## config.mk

```make
export PLATFORM = sky130hd
export DESIGN_NAME = host_packet_port
export DESIGN_NICKNAME = d
export VERILOG_FILES = /design/src/hdl/host_port_pkg.sv /design/src/hdl/host_packet_port.sv /design/src/hdl/pin_sync.sv
export SDC_FILE = /design/constraint.sdc
export NUM_CORES = 1
export LEC_CHECK = 0
export BUFFER_PORTS_ARGS = -buffer_cell sky130_fd_sc_hd__buf_2
export CORE_UTILIZATION = 55
export DETAILED_ROUTE_END_ITERATION = 8
export GPL_TIMING_DRIVEN = 0
export PLACE_DENSITY = 0.85
export SETUP_SLACK_MARGIN = 0.05
export SLEW_MARGIN = 20
export SYNTH_ARGS = -nofsm -noshare
export SYNTH_HDL_FRONTEND = slang
export SYNTH_SLANG_ARGS = --single-unit
export TNS_END_PERCENT = 100
```

## constraint.sdc

```tcl
create_clock -name mclk -period 4.45 [get_ports mclk]
set_input_delay 0.445 -clock mclk [delete_from_list [all_inputs] [get_ports mclk]]
set_output_delay 0.445 -clock mclk [all_outputs]
set_load 0.01 [all_outputs]
```

## src/hdl/host_port_pkg.sv

```systemverilog
// shared offsets, field layouts, status codes and reset values of the host port
`default_nettype none
package host_port_pkg;
	// ----------------------------------------------------------------
	// bus widths and synchroniser depth
	// ----------------------------------------------------------------
	localparam int ADDR_W = 5;
	localparam int DATA_W = 8;
	localparam int LEN_W = 11;
	localparam int PORT_W = 4;
	localparam int SYNC_STAGES = 2;

	// ----------------------------------------------------------------
	// register offsets within the block
	// ----------------------------------------------------------------
	localparam logic [4:0] OFS_RX_LENGTH_LOW = 5'h00;
	localparam logic [4:0] OFS_RX_LENGTH_HIGH = 5'h01;
	localparam logic [4:0] OFS_RX_TRANSFER_STATUS = 5'h02;
	localparam logic [4:0] OFS_RX_ORIGIN_PORT = 5'h03;
	localparam logic [4:0] OFS_HOST_PORT_CONFIG = 5'h04;
	localparam logic [4:0] OFS_TX_TRANSFER_STATUS = 5'h10;

	// ----------------------------------------------------------------
	// field positions
	// ----------------------------------------------------------------
	localparam int CFG_IN_EN_BIT = 0;
	localparam int CFG_OUT_EN_BIT = 1;
	localparam int TX_READY_BIT = 2;

	// ----------------------------------------------------------------
	// status codes and reset values
	// ----------------------------------------------------------------
	localparam logic [1:0] XFER_IDLE = 2'h0;
	localparam logic [1:0] XFER_OK = 2'h1;
	localparam logic [1:0] XFER_ERR = 2'h2;
	localparam logic [1:0] RST_CONFIG = 2'h0;
	localparam logic [10:0] RST_LENGTH = 11'h000;
	localparam logic [3:0] RST_PORT = 4'h0;
	localparam logic [1:0] RST_STATUS = 2'h0;
	localparam logic RST_READY = 1'b0;
endpackage : host_port_pkg
`default_nettype wire

```

## src/hdl/host_packet_port.sv

```systemverilog
// host packet port: i/o-strobe register file with receive and send status
// How it works
// - the pending packet length is kept as an 11-bit read-only value.
// - length bits 7:0 read at offset 00h and bits 10:8 at offset 01h.
// - receive status reads 00 while idle or while a transfer runs.
// - a clean transfer to the host sets receive status to 01.
// - a failed transfer sets 10 and the host reads the packet again.
// - the origin port of the pending packet reads at offset 03h.
// - config bit 0 enables the input direction and resets cleared.
// - config bit 1 enables the output direction and resets cleared.
// - send status at 10h reads 00 while idle or while a send runs.
// - a packet accepted and sent sets send status to 01.
// - a failed send sets 10 and the host writes the packet again.
// - input-ready in bit 2 may only rise with the input enable set.
// - input-ready resets to 0 and reads 1 only while input can accept.
`default_nettype none
module host_packet_port (
	input wire logic mclk,
	input wire logic rst,
	input wire logic ior_n,
	input wire logic iow_n,
	input wire logic [4:0] haddr,
	input wire logic [7:0] hd_in,
	output logic [7:0] hd_out,
	output logic hd_oe_n,
	input wire logic rx_offer,
	input wire logic [10:0] rx_offer_len,
	input wire logic [3:0] rx_offer_port,
	input wire logic rx_start,
	input wire logic rx_ok,
	input wire logic rx_fail,
	input wire logic tx_start,
	input wire logic tx_ok,
	input wire logic tx_fail,
	input wire logic tx_room,
	output logic in_enable,
	output logic out_enable
);
	// ----------------------------------------------------------------
	// pin synchronisation
	// ----------------------------------------------------------------
	logic ior_s;
	logic iow_s;
	logic [4:0] addr_s;
	logic [7:0] data_s;

	pin_sync #(.W(2), .RST_VAL(2'h3)) u_strobe_sync (
		.mclk(mclk),
		.rst(rst),
		.d({ior_n, iow_n}),
		.q({ior_s, iow_s})
	);

	pin_sync #(.W(13), .RST_VAL(13'h0000)) u_bus_sync (
		.mclk(mclk),
		.rst(rst),
		.d({haddr, hd_in}),
		.q({addr_s, data_s})
	);

	// ----------------------------------------------------------------
	// state
	// ----------------------------------------------------------------
	typedef struct packed {
		logic iow_q;
		logic [7:0] wdata_q;
		logic [1:0] cfg;
		logic [10:0] rx_len;
		logic [3:0] rx_port;
		logic [1:0] rx_stat;
		logic rx_busy;
		logic [1:0] tx_stat;
		logic tx_rdy;
		logic [7:0] rd_data;
		logic oe_n;
	} port_state_t;

	port_state_t st_r;
	port_state_t st_nxt;

	localparam port_state_t RST_STATE = '{
		iow_q: 1'b1,
		wdata_q: 8'h00,
		cfg: host_port_pkg::RST_CONFIG,
		rx_len: host_port_pkg::RST_LENGTH,
		rx_port: host_port_pkg::RST_PORT,
		rx_stat: host_port_pkg::RST_STATUS,
		rx_busy: 1'b0,
		tx_stat: host_port_pkg::RST_STATUS,
		tx_rdy: host_port_pkg::RST_READY,
		rd_data: 8'h00,
		oe_n: 1'b1
	};

	// ----------------------------------------------------------------
	// read decode
	// ----------------------------------------------------------------
	function automatic logic [7:0] read_mux(input logic [4:0] a,
			input port_state_t s);
		logic [7:0] v;
		v = 8'h00;
		case (a)
			host_port_pkg::OFS_RX_LENGTH_LOW: v = s.rx_len[7:0];
			host_port_pkg::OFS_RX_LENGTH_HIGH: v = {5'h00, s.rx_len[10:8]};
			host_port_pkg::OFS_RX_TRANSFER_STATUS: v = {6'h00, s.rx_stat};
			host_port_pkg::OFS_RX_ORIGIN_PORT: v = {4'h0, s.rx_port};
			host_port_pkg::OFS_HOST_PORT_CONFIG: v = {6'h00, s.cfg};
			host_port_pkg::OFS_TX_TRANSFER_STATUS:
				v = {5'h00, s.tx_rdy, s.tx_stat};
			default: v = 8'h00;
		endcase
		return v;
	endfunction : read_mux

	// ----------------------------------------------------------------
	// next state
	// ----------------------------------------------------------------
	logic wr_ev;
	logic rx_go;
	logic tx_go;

	// write data is taken one sample before the rising strobe, since the
	// hold time after the strobe is shorter than the synchroniser delay
	assign wr_ev = iow_s & ~st_r.iow_q;
	assign rx_go = st_r.cfg[host_port_pkg::CFG_OUT_EN_BIT];
	assign tx_go = st_r.cfg[host_port_pkg::CFG_IN_EN_BIT];

	always_comb begin
		st_nxt = st_r;
		st_nxt.iow_q = iow_s;
		st_nxt.wdata_q = data_s;

		// only the configuration location takes writes
		if (wr_ev && addr_s == host_port_pkg::OFS_HOST_PORT_CONFIG) begin
			st_nxt.cfg = st_r.wdata_q[1:0];
		end

		// length and origin are frozen while the packet is read out
		if (rx_offer && !st_r.rx_busy) begin
			st_nxt.rx_len = rx_offer_len;
			st_nxt.rx_port = rx_offer_port;
		end

		// error wins over success if both arrive together
		if (rx_go) begin
			if (rx_fail) begin
				st_nxt.rx_stat = host_port_pkg::XFER_ERR;
				st_nxt.rx_busy = 1'b0;
			end else if (rx_ok) begin
				st_nxt.rx_stat = host_port_pkg::XFER_OK;
				st_nxt.rx_busy = 1'b0;
			end else if (rx_start) begin
				st_nxt.rx_stat = host_port_pkg::XFER_IDLE;
				st_nxt.rx_busy = 1'b1;
			end
		end

		if (tx_go) begin
			if (tx_fail) begin
				st_nxt.tx_stat = host_port_pkg::XFER_ERR;
			end else if (tx_ok) begin
				st_nxt.tx_stat = host_port_pkg::XFER_OK;
			end else if (tx_start) begin
				st_nxt.tx_stat = host_port_pkg::XFER_IDLE;
			end
		end

		st_nxt.tx_rdy = tx_go & tx_room;

		st_nxt.oe_n = ior_s;
		st_nxt.rd_data = read_mux(addr_s, st_r);
	end

	always_ff @(posedge mclk or posedge rst) begin
		if (rst) begin
			st_r <= RST_STATE;
		end else begin
			st_r <= st_nxt;
		end
	end

	assign hd_out = st_r.rd_data;
	assign hd_oe_n = st_r.oe_n;
	assign in_enable = st_r.cfg[host_port_pkg::CFG_IN_EN_BIT];
	assign out_enable = st_r.cfg[host_port_pkg::CFG_OUT_EN_BIT];

	// ----------------------------------------------------------------
	// assertions
	// ----------------------------------------------------------------
	property p_rdy_needs_en;
		@(posedge mclk) disable iff (rst)
		st_r.tx_rdy |-> $past(in_enable) && $past(tx_room);
	endproperty
	a_rdy_needs_en: assert property (p_rdy_needs_en)
		else $error("input ready without input enable");

	property p_rdy_reset;
		@(posedge mclk) disable iff (rst)
		!in_enable |=> !st_r.tx_rdy;
	endproperty
	a_rdy_reset: assert property (p_rdy_reset)
		else $error("input ready high while disabled");

	property p_rx_ok;
		@(posedge mclk) disable iff (rst)
		rx_go && rx_ok && !rx_fail
			|=> st_r.rx_stat == host_port_pkg::XFER_OK;
	endproperty
	a_rx_ok: assert property (p_rx_ok)
		else $error("receive success code missing");

	property p_rx_err;
		@(posedge mclk) disable iff (rst)
		rx_go && rx_fail
			|=> st_r.rx_stat == host_port_pkg::XFER_ERR && !st_r.rx_busy;
	endproperty
	a_rx_err: assert property (p_rx_err)
		else $error("receive error code missing");

	property p_rx_run;
		@(posedge mclk) disable iff (rst)
		rx_go && rx_start && !rx_ok && !rx_fail
			|=> st_r.rx_stat == host_port_pkg::XFER_IDLE && st_r.rx_busy;
	endproperty
	a_rx_run: assert property (p_rx_run)
		else $error("receive status not idle during transfer");

	property p_tx_codes;
		@(posedge mclk) disable iff (rst)
		tx_go && (tx_ok || tx_fail)
			|=> st_r.tx_stat == ($past(tx_fail) ? host_port_pkg::XFER_ERR
				: host_port_pkg::XFER_OK);
	endproperty
	a_tx_codes: assert property (p_tx_codes)
		else $error("send status code wrong");

	property p_tx_fail;
		@(posedge mclk) disable iff (rst)
		tx_go && tx_fail |=> st_r.tx_stat == host_port_pkg::XFER_ERR;
	endproperty
	a_tx_fail: assert property (p_tx_fail)
		else $error("send failure not reported");

	property p_tx_run;
		@(posedge mclk) disable iff (rst)
		tx_go && tx_start && !tx_ok && !tx_fail
			|=> st_r.tx_stat == host_port_pkg::XFER_IDLE;
	endproperty
	a_tx_run: assert property (p_tx_run)
		else $error("send status not idle during send");

	property p_cfg_write;
		@(posedge mclk) disable iff (rst)
		wr_ev && addr_s == host_port_pkg::OFS_HOST_PORT_CONFIG
			|=> st_r.cfg == $past(st_r.wdata_q[1:0]);
	endproperty
	a_cfg_write: assert property (p_cfg_write)
		else $error("config write not taken");

	property p_ro_write;
		@(posedge mclk) disable iff (rst)
		wr_ev && addr_s != host_port_pkg::OFS_HOST_PORT_CONFIG
			|=> $stable(st_r.cfg);
	endproperty
	a_ro_write: assert property (p_ro_write)
		else $error("write to read-only location changed config");

	property p_len_hold;
		@(posedge mclk) disable iff (rst)
		st_r.rx_busy |=> $stable(st_r.rx_len) && $stable(st_r.rx_port);
	endproperty
	a_len_hold: assert property (p_len_hold)
		else $error("length or origin changed during transfer");

	property p_read_low;
		@(posedge mclk) disable iff (rst)
		!ior_s && addr_s == host_port_pkg::OFS_RX_LENGTH_LOW
			|=> hd_out == $past(st_r.rx_len[7:0]) && !hd_oe_n;
	endproperty
	a_read_low: assert property (p_read_low)
		else $error("length low byte read wrong");

	property p_read_high;
		@(posedge mclk) disable iff (rst)
		!ior_s && addr_s == host_port_pkg::OFS_RX_LENGTH_HIGH
			|=> hd_out == {5'h00, $past(st_r.rx_len[10:8])} && !hd_oe_n;
	endproperty
	a_read_high: assert property (p_read_high)
		else $error("length high bits read wrong");

	property p_read_origin;
		@(posedge mclk) disable iff (rst)
		!ior_s && addr_s == host_port_pkg::OFS_RX_ORIGIN_PORT
			|=> hd_out == {4'h0, $past(st_r.rx_port)} && !hd_oe_n;
	endproperty
	a_read_origin: assert property (p_read_origin)
		else $error("origin port read wrong");

	property p_out_en;
		@(posedge mclk) disable iff (rst)
		wr_ev && addr_s == host_port_pkg::OFS_HOST_PORT_CONFIG
			|=> out_enable == $past(st_r.wdata_q[1]);
	endproperty
	a_out_en: assert property (p_out_en)
		else $error("output enable not taken from bit 1");

	// a disabled direction must drop its fabric events
	property p_rx_drop;
		@(posedge mclk) disable iff (rst)
		!out_enable |=> $stable(st_r.rx_stat);
	endproperty
	a_rx_drop: assert property (p_rx_drop)
		else $error("receive status moved while output disabled");

	property p_tx_drop;
		@(posedge mclk) disable iff (rst)
		!in_enable |=> $stable(st_r.tx_stat);
	endproperty
	a_tx_drop: assert property (p_tx_drop)
		else $error("send status moved while input disabled");
endmodule : host_packet_port
`default_nettype wire

```

## src/hdl/pin_sync.sv

```systemverilog
// two-flop synchroniser for a group of asynchronous pins
`default_nettype none
module pin_sync #(
	parameter int W = 1,
	parameter logic [W-1:0] RST_VAL = '0
) (
	input wire logic mclk,
	input wire logic rst,
	input wire logic [W-1:0] d,
	output logic [W-1:0] q
);
	typedef struct packed {
		logic [W-1:0] meta;
		logic [W-1:0] held;
	} sync_state_t;

	sync_state_t st_r;
	sync_state_t st_nxt;

	// the first stage is read only by the second
	always_comb begin
		st_nxt.meta = d;
		st_nxt.held = st_r.meta;
	end

	always_ff @(posedge mclk or posedge rst) begin
		if (rst) begin
			st_r <= {RST_VAL, RST_VAL};
		end else begin
			st_r <= st_nxt;
		end
	end

	assign q = st_r.held;
endmodule : pin_sync
`default_nettype wire

```

==> reports/results.tsv, run 1 <==
metric	value	unit
hold_buffers	0	
yosysWarnings	0	
cts_resized	0	
crit_family	simple AND/OR/NAND/NOR gates	
cts_tree	yes	
crit_type	reg -> reg	
htreeDepth	2	
grt_pass1_wl	4790	µm
ctsLongestPathBuffers	2	
syn2layout_area_growth	18.1	%
yosys.cell_types.count	31	
grt_max_degree	40	
dp_hpwl	2350	µm
fin_area	2280	µm²
status	finished, final reports clean	
reg2regPathDepth	3	
critPathArrivalTime	2.00	ns
grt_antenna_before_repair	0	
synth.avg_cell_area	14.6	µm²
avgRoutedWirePerCell	13.9	µm
vias	1203	
cts_buffers	5	
dr.max_layer_used	met4	
grt_pass1_vias	1104	
die_h	61.3	µm
syn_area	1930	µm²
reg2reg_from	u_bus_sync.q[9]	
rsz0062_at_grt	false	
dieArea	3760	µm²
p_leak	0.00111	µW
reg2reg_to	out_enable	
finalSetupTns	0	ns
max_freq	572	MHz
nets	224	
period_share	39.3	%
post-cts-setup-buffer-count	0	
portBuffers	44	
num_antenna_cells	0	
drc	0	
wl_met1	1340	µm
critPathMaxStageDelay	0.59	ns
grt.total_usage	18.7	%
cts_root_buf	clkbuf_4	
preCtsSetupSlack	2.72	ns
worstSkewPairLatency	0.37	ns
rows	21	
wirelength	3210	µm
worst_slack	2.70	ns
skew	0.0164	ns
rrSetupSlack	2.70	ns
cp_cell_sequence	or4_4 -> nor3_4 -> mux2_1	
yosysSeqAreaShare	69.0	%
die_x	61.3	µm
slew_headroom	61.5	%
cp-start-kind	flip-flop	
min_period	1.75	ns
power_density	438	nW/µm²
crit_path_max_fanout	8	
drt_pass1_iterations	5	
wl_met2	1590	µm
setup_viol	0	
synth_fp_nets	172	
num_io_pins	51	
clock_sinks	53	
end_kind	flip-flop	
gp_congestion	0.797	
initial_core_util	57.5	%
coreArea	3360	µm²
viasPerCell	5.21	
final_hold_viol_count	0	
worst_path_max_delay_cell	or4_4	
drtIter0Drc	16	
worstMarginPinSlew	0.573	ns
max_cap_viol_count	0	
peakVddDrop	222	µV
drive_gt1_share	45.9	%
gr-total-overflow	0	
worstPathBufferInverterCount	0	
ant_nets	0	
hold_class	in -> async	
dpl_cell_area	2230	µm²
wl_met3	192	µm
cp.required	4.70	ns
slew_viol_final	0	
syn_inst	132	
synth-seq-cells	53	
cts.reportedPaths.clkPinSlew	0.14	ns
## cell type report
cell class / instances / area, µm²
sequential: 53 / 1330
buffer: 12 / 76.3
clock inverter: 1 / 7.51
tap: 46 / 57.6
clock buffer: 7 / 45.0
inverter: 1 / 3.75
fill: 261 / 1080
timing repair buffer: 45 / 240
multi-input combinational: 66 / 519
## cells in the mapped netlist (all sizes together)
| master | n | share of area, % |
|---|---|---|
| a21boi | 1 | 0.39 |
| a21oi | 1 | 0.26 |
| a221o | 1 | 0.52 |
| a22o | 2 | 0.91 |
| a311o | 1 | 0.52 |
| a32o | 1 | 0.52 |
| and2 | 2 | 0.65 |
| and3 | 3 | 0.97 |
| and4b | 1 | 0.52 |
| buf | 9 | 3.4 |
| clkbuf | 3 | 0.58 |
| dfrtp | 47 | 61 |
| dfstp | 6 | 8.2 |
| inv | 1 | 0.19 |
| mux2 | 18 | 10 |
| mux2i | 4 | 2.1 |
| nand2 | 7 | 1.4 |
| nand3 | 2 | 0.52 |
| nand3b | 1 | 0.39 |
| nor2 | 3 | 0.58 |
| nor2b | 2 | 0.65 |
| nor3 | 3 | 1.4 |
| nor4 | 1 | 0.32 |
| o21a | 1 | 0.39 |
| o21ai | 8 | 2.1 |
| o22ai | 1 | 0.32 |
| or4 | 1 | 0.58 |
| or4b | 1 | 0.52 |
## cells by family (layout without fill, tap and decap cells)
| family | Yosys count | after routing | share of synthesized area (%) |
|---|---|---|---|
| AOI/OAI and AO/OA | 17 | 17 | 5.89 |
| buffers and inverters | 13 | 66 | 4.14 |
| DFF | 53 | 53 | 69.0 |
| muxes | 22 | 22 | 12.6 |
| and+or+nand+nor | 27 | 27 | 8.41 |
## worst max path at each step
stage                     cells after the start  slack, ns         end            start
after global placement                        2       2.27    st_r[10]              rst
after detailed placement                      5       2.72    st_r[24]         rx_offer
final                                         3       2.70  out_enable  u_bus_sync.q[9]
after global routing                          3       2.67  out_enable  u_bus_sync.q[9]
after floorplan                               1       2.73   hd_out[0]              rst
after CTS                                     3       2.70  out_enable  u_bus_sync.q[9]
## layout by cell type (no fill, tap or decap), drive strengths merged
| master | instances |
|---|---|
| inv | 1 |
| o21a | 1 |
| nor3 | 3 |
| and3 | 3 |
| and2 | 2 |
| o21ai | 8 |
| and4b | 1 |
| a21oi | 1 |
| nor2b | 2 |
| nand3b | 1 |
| a21boi | 1 |
| mux2i | 4 |
| or4b | 1 |
| buf | 54 |
| a32o | 1 |
| clkinvlp | 1 |
| nor4 | 1 |
| or4 | 1 |
| nor2 | 3 |
| dfrtp | 47 |
| a311o | 1 |
| o22ai | 1 |
| mux2 | 18 |
| a22o | 2 |
| clkbuf | 10 |
| nand2 | 7 |
| a221o | 1 |
| dfstp | 6 |
| nand3 | 2 |
## state kept, by name, indices dropped and copies added (netlist names)
signal	cells
st_r	24
hd_out	8
u_bus_sync.q	7
u_bus_sync.st_nxt	7
u_strobe_sync.q	2
u_strobe_sync.st_nxt	2
hd_oe_n	1
in_enable	1
out_enable	1
## per-layer routing
layer  vias up  track usage [%]
li1        558                -
met1       587             21.4
met2        47             31.1
met3        11             5.88
met4         0             10.7
met5         -                0
## stage by stage
stage	total power (µW)	cells	hold slack [ns]	utilization, %
finish	1000	231	0.00260	67.9
CTS	1000	231	0.0179	67.9
floorplan	745	132	0.331	-
global placement	790	222	0.331	65.7
global route	1050	231	0.0161	67.9
detailed placement	812	223	0.336	66.3
## power breakdown
group	internal, µW	switching [µW]
Combinational	101	72.9
Clock	62.5	136
Sequential	573	53.0
Note: power is estimated with default switching activity, not from simulation.
==> inputs of run 2 (changes only) <==
- ABC_AREA: not set -> 1
- CORE_UTILIZATION: 55 -> 46
- PLACE_DENSITY: 0.85 -> 0.76
- clock period: 4.45 -> 1.6 ns (I/O delays scaled with it)
==> reports/results.tsv, run 2 <==
metric	value	unit	change
num_io_pins	51		unchanged
netlist_top_cells_area	dfrtp_1 (59%), dfstp_2 (8.0%), mux2_1 (5.7%), nand2_1 (3.6%), inv_1 (3.2%)		
ctsLongestPathBuffers	2		unchanged
wirelength	3180	µm	-0.94%
synth_area_leader_cell	dfrtp_1		
status	finished, final reports clean		
vias	1309		+8.8%
finalSetupTns	0	ns	unchanged
syn_area	1980	µm²	+2.3%
hold_class	in -> reg		
rows	23		+9.5%
fin_util	61.1	%	-6.8 points
post-cts-setup-buffer-count	0		unchanged
synth_top_area_share	59.5	%	-1.4 points
cp.required	1.80	ns	-2.90 ns
grt.total_usage	15.9	%	-2.8 points
instances_no_fill	283		+23%
syn_inst	170		+29%
syn2layout_area_growth	25.3	%	
drive_gt1_share	34.3	%	-12 points
htreeDepth	2		unchanged
die_h	67.6	µm	+10%
p_total	2980	µW	+200%
cts_resized	0		unchanged
grt_pass1_vias	1220		+11%
whs	0.0522	ns	+0.0496 ns
crit_type	reg -> reg		
cts_buffers	5		unchanged
ff_latch_area	1330	µm²	unchanged
clock_sinks	53		unchanged
cts_tree	yes		
crit_path_max_fanout	9		+1
ant_nets	0		unchanged
skew	0.00763	ns	-0.00873 ns
drtIter0Drc	25		+9
layout_commonest_cell	dfrtp_1		
min_period	1.19	ns	-0.560 ns
initial_core_util	48.8	%	-8.7 points
synthFlopType	dfrtp_1		
period_share	74.2	%	+35 points
die_x	67.6	µm	+10%
rsz0062_at_grt	false		
final_cell_mix	dfrtp_1 (47), buf_2 (46), nand2_1 (19), inv_1 (16), nor2_1 (16)		
coreArea	4060	µm²	+21%
largest_register_ffs	24		unchanged
p_leak	0.00128	µW	+15%
yosys.cell_types.count	19		-39%
multi_input_area	503	µm²	-3.1%
gp_congestion	0.809		+1.6%
dp.cells	265		+19%
drc	0		unchanged
slew_viol_final	0		unchanged
synth.top_cells.by_count	dfrtp_1 (47), nand2_1 (19), inv_1 (17)		
setup_viol	0		unchanged
dieArea	4570	µm²	+22%
slew_headroom	54.3	%	-7.2 points
max_cap_viol_count	0		unchanged
peakVddDrop	946	µV	+330%
grt_pass1_wl	5190	µm	+8.4%
cts_root_buf	clkbuf_8		
end_kind	flip-flop		
num_antenna_cells	0		unchanged
synth-async-reset-ratio	100	%	unchanged
grt_max_degree	33		-18%
synth_fp_nets	210		+22%
drt_pass1_iterations	4		-1
synth_most_common_cell	dfrtp_1		
gr-total-overflow	0		unchanged
nets	272		+21%
n_fill_cell	298		+14%
synth_edf_count	0		unchanged
final_hold_viol_count	0		unchanged
synth-seq-cells	53		unchanged
portBuffers	44		unchanged
power_density	1200	nW/µm²	+170%
grt_antenna_before_repair	0		unchanged
avgRoutedWirePerCell	11.2	µm	-19%
regMostFlops	st_r		
worstSkewPairLatency	0.30	ns	-0.07 ns
yosysSeqAreaShare	67.4	%	-1.6 points
critPathArrivalTime	1.39	ns	-0.61 ns
worstMarginPinSlew	0.685	ns	+0.112 ns
cp-start-kind	flip-flop		
dp_hpwl	2330	µm	-0.78%
max_freq	842	MHz	+47%
synth.avg_cell_area	11.6	µm²	-21%
viasPerCell	4.63		-11%
yosysWarnings	0		unchanged
cts.reportedPaths.clkPinSlew	0.09	ns	-0.05 ns
## run 2: area by class of cell
type	instances	share of cell area, %
clock buffer	5	2.78
clock inverter	3	0.858
multi-input combinational	88	20.3
sequential	53	53.8
buffer	10	2.83
timing repair buffer	55	14.0
tap	50	2.52
inverter	19	2.88
## run 2: cells by family after synthesis
| family | after synthesis | share of synthesized area [%] |
|---|---|---|
| and+or+nand+nor | 64 | 16.1 |
| AOI/OAI and AO/OA | 14 | 3.67 |
| DFF | 53 | 67.4 |
| muxes | 10 | 5.69 |
| buffers and inverters | 29 | 7.15 |
## run 2: path summary, 6_finish.rpt
check,from,end,slack (ns),depth (start not counted)
worst max-delay path,u_bus_sync.q[9],in_enable,0.41,6
worst min-delay path,tx_room,st_r[9],0.05,3
worst max register to register,u_bus_sync.q[9],in_enable,0.41,6
worst min register to register,u_bus_sync.st_nxt[10],u_bus_sync.q[10],0.35,0
max in group asynchronous,rst,st_r[16],0.55,4
min in group asynchronous,rst,hd_out[4],0.51,3
## run 2: repair_timing
action,4_1_cts,5_1_grt
hold buffers,10,0
endpoints found under the hold margin,34,0
setup endpoints to repair,0,0
## run 2: metal layers
metal	wire (µm)	track usage (%)
met1	1380	18.4
met2	1570	26.9
met3	178	5.24
met4	46	6.38
met5	0	0
## run 2: worst max-delay path: stages, from the launching register on
cell     delay (ns)
dfrtp_1        0.44
nor2_4         0.27
nand2_2        0.08
nor2_2         0.12
nand2_1        0.08
nand2_1        0.06
nand2_1        0.04
## run 2: power breakdown
group / total [µW] / switching (µW) / internal (µW)
sequential: 1770 / 139 / 1630
combinational: 492 / 254 / 239
clock: 726 / 415 / 310
total: 2980 / 808 / 2180
## run 2: per-stage QoR
stage               cell area, µm²  setup WS [ns]
floorplan                     1980          0.164
CTS                           2480          0.396
global placement              2260         -0.391
global route                  2480          0.288
detailed placement            2290          0.403
finish                        2480          0.412
==> inputs of run 3 (changes only) <==
- CORE_UTILIZATION: 46 -> 51
- PLACE_DENSITY: 0.76 -> 0.79
- clock period: 1.6 -> 1.19 ns (I/O delays scaled with it)
==> reports/results.tsv, run 3 (synthesis gave the netlist of run 2 again) <==
metric	value	unit	change
peakVddDrop	1060	µV	+12%
drive_gt1_share	40.9	%	+6.6 points
num_io_pins	51		unchanged
rsz0062_at_grt	true		
gp_congestion	0.732		-9.6%
ctsLongestPathBuffers	2		unchanged
min_period	1.14	ns	-0.0456 ns
finalSetupTns	0	ns	unchanged
cts.reportedPaths.clkPinSlew	0.09	ns	about the same
cp-start-kind	flip-flop		
slew_headroom	51.3	%	-3.0 points
whs_path_depth	2		-1
coreArea	3690	µm²	-9.1%
end_kind	flip-flop		
slew_viol_final	0		unchanged
critPathArrivalTime	1.39	ns	about the same
cts_buffers	5		unchanged
layout_commonest_cell	buf_2		
grt_antenna_before_repair	0		unchanged
num_antenna_cells	0		unchanged
drtIter0Drc	31		+24%
skew	0.00638	ns	-0.00125 ns
portBuffers	44		unchanged
die_h	64.3	µm	-4.9%
status	finished, final reports clean		
worstMarginPinSlew	0.729	ns	+0.0439 ns
dieArea	4130	µm²	-9.5%
grt_pass1_vias	1386		+14%
syn2layout_area_growth	33.7	%	
regMostFlops	st_r		
grt.total_usage	18.6	%	+2.8 points
initial_core_util	53.6	%	+4.9 points
worst_slack	0.0478	ns	-0.364 ns
crit_path_max_fanout	6		-3
preCtsSetupSlack	-0.0395	ns	-0.442 ns
rows	22		-4.3%
grt_max_degree	54		+64%
avgRoutedWirePerCell	11.9	µm	+5.9%
grt_pass1_wl	5780	µm	+11%
drc	0		unchanged
final_hold_viol_count	0		unchanged
ant_nets	0		unchanged
cts_root_buf	clkbuf_8		
clock_sinks	53		unchanged
max_freq	875	MHz	+4.0%
viasPerCell	4.73		+2.4%
power_density	1700	nW/µm²	+41%
drt_pass1_iterations	4		unchanged
max_cap_viol_count	0		unchanged
largest_register_ffs	24		unchanged
die_x	64.3	µm	-4.9%
htreeDepth	2		unchanged
hold_class	in -> reg		
cts_tree	yes		
gr-total-overflow	0		unchanged
nets	281		+3.3%
dp_hpwl	2190	µm	-6.2%
wirelength	3450	µm	+8.5%
crit_type	reg -> reg		
reg2regPathDepth	6		unchanged
worstSkewPairLatency	0.30	ns	about the same
final_cell_mix	buf_2 (45), dfrtp_1 (44), nand2_1 (17), buf_4 (15)		
p_total	4490	µW	+51%
vias	1373		+4.9%
period_share	96.0	%	+22 points
p_leak	0.00136	µW	+6.1%
cp.required	1.44	ns	-0.36 ns
setup_viol	0		unchanged
[run 3: stage by stage]
stage               util [%]  hold WS (ns)  cell area, µm²  cells
floorplan                  -         0.123            1980    170
global placement        61.3         0.224            2260    262
detailed placement      61.3         0.225            2260    262
CTS                     69.3       0.00942            2560    286
global route            71.7        0.0190            2650    290
finish                  71.7        0.0160            2650    290
[run 3: what timing repair did]
action	4_1_cts	5_1_grt
buffers inserted	6	2
pin swaps	3	3
hold buffers	10	1
endpoints found under the setup margin	13	18
resized for setup	2	14
endpoints found under the hold margin	10	27
[run 3: final timing paths]
check,startpoint,to,slack [ns]
worst max register to register,u_bus_sync.q[9],hd_out[0],0.05
max in group asynchronous,rst,st_r[22],0.20
worst min register to register,u_bus_sync.st_nxt[8],u_bus_sync.q[8],0.36
worst min-delay path,rx_fail,st_r[13],0.02
min in group asynchronous,rst,u_bus_sync.st_nxt[12],0.48
worst max-delay path,u_bus_sync.q[9],hd_out[0],0.05
[run 3: final cells by class]
class	instances	area, µm²
sequential	53	1340
inverter	19	75.1
buffer	10	76.3
multi-input combinational	88	532
timing repair buffer	64	430
fill	274	1040
clock buffer	5	68.8
tap	48	60.1
clock inverter	3	65.1
[run 3: routing by layer]
layer,routed length (µm),track usage [%],share of wire [%],vias up
met1,1480,22.6,43,651
met5,0,0,0,-
met3,136,5.36,3.9,5
met4,43,4.17,1.2,0
met2,1790,32.8,52,30
li1,-,-,-,687
[run 3: critical path, stage by stage, from the launching register on]
cell and delay, ns:
dfrtp_2 0.43, nor2_4 0.22, buf_4 0.16, nand4_1 0.08, o21ai_0 0.09, inv_1 0.06
nand2_1 0.06
[run 3: power by group]
part | total (µW) | switching (µW) | internal [µW] | leakage [µW]
clock network | 1380 | 550 | 835 | 0.0000681
logic | 735 | 377 | 359 | 0.000655
registers | 2370 | 185 | 2190 | 0.000632
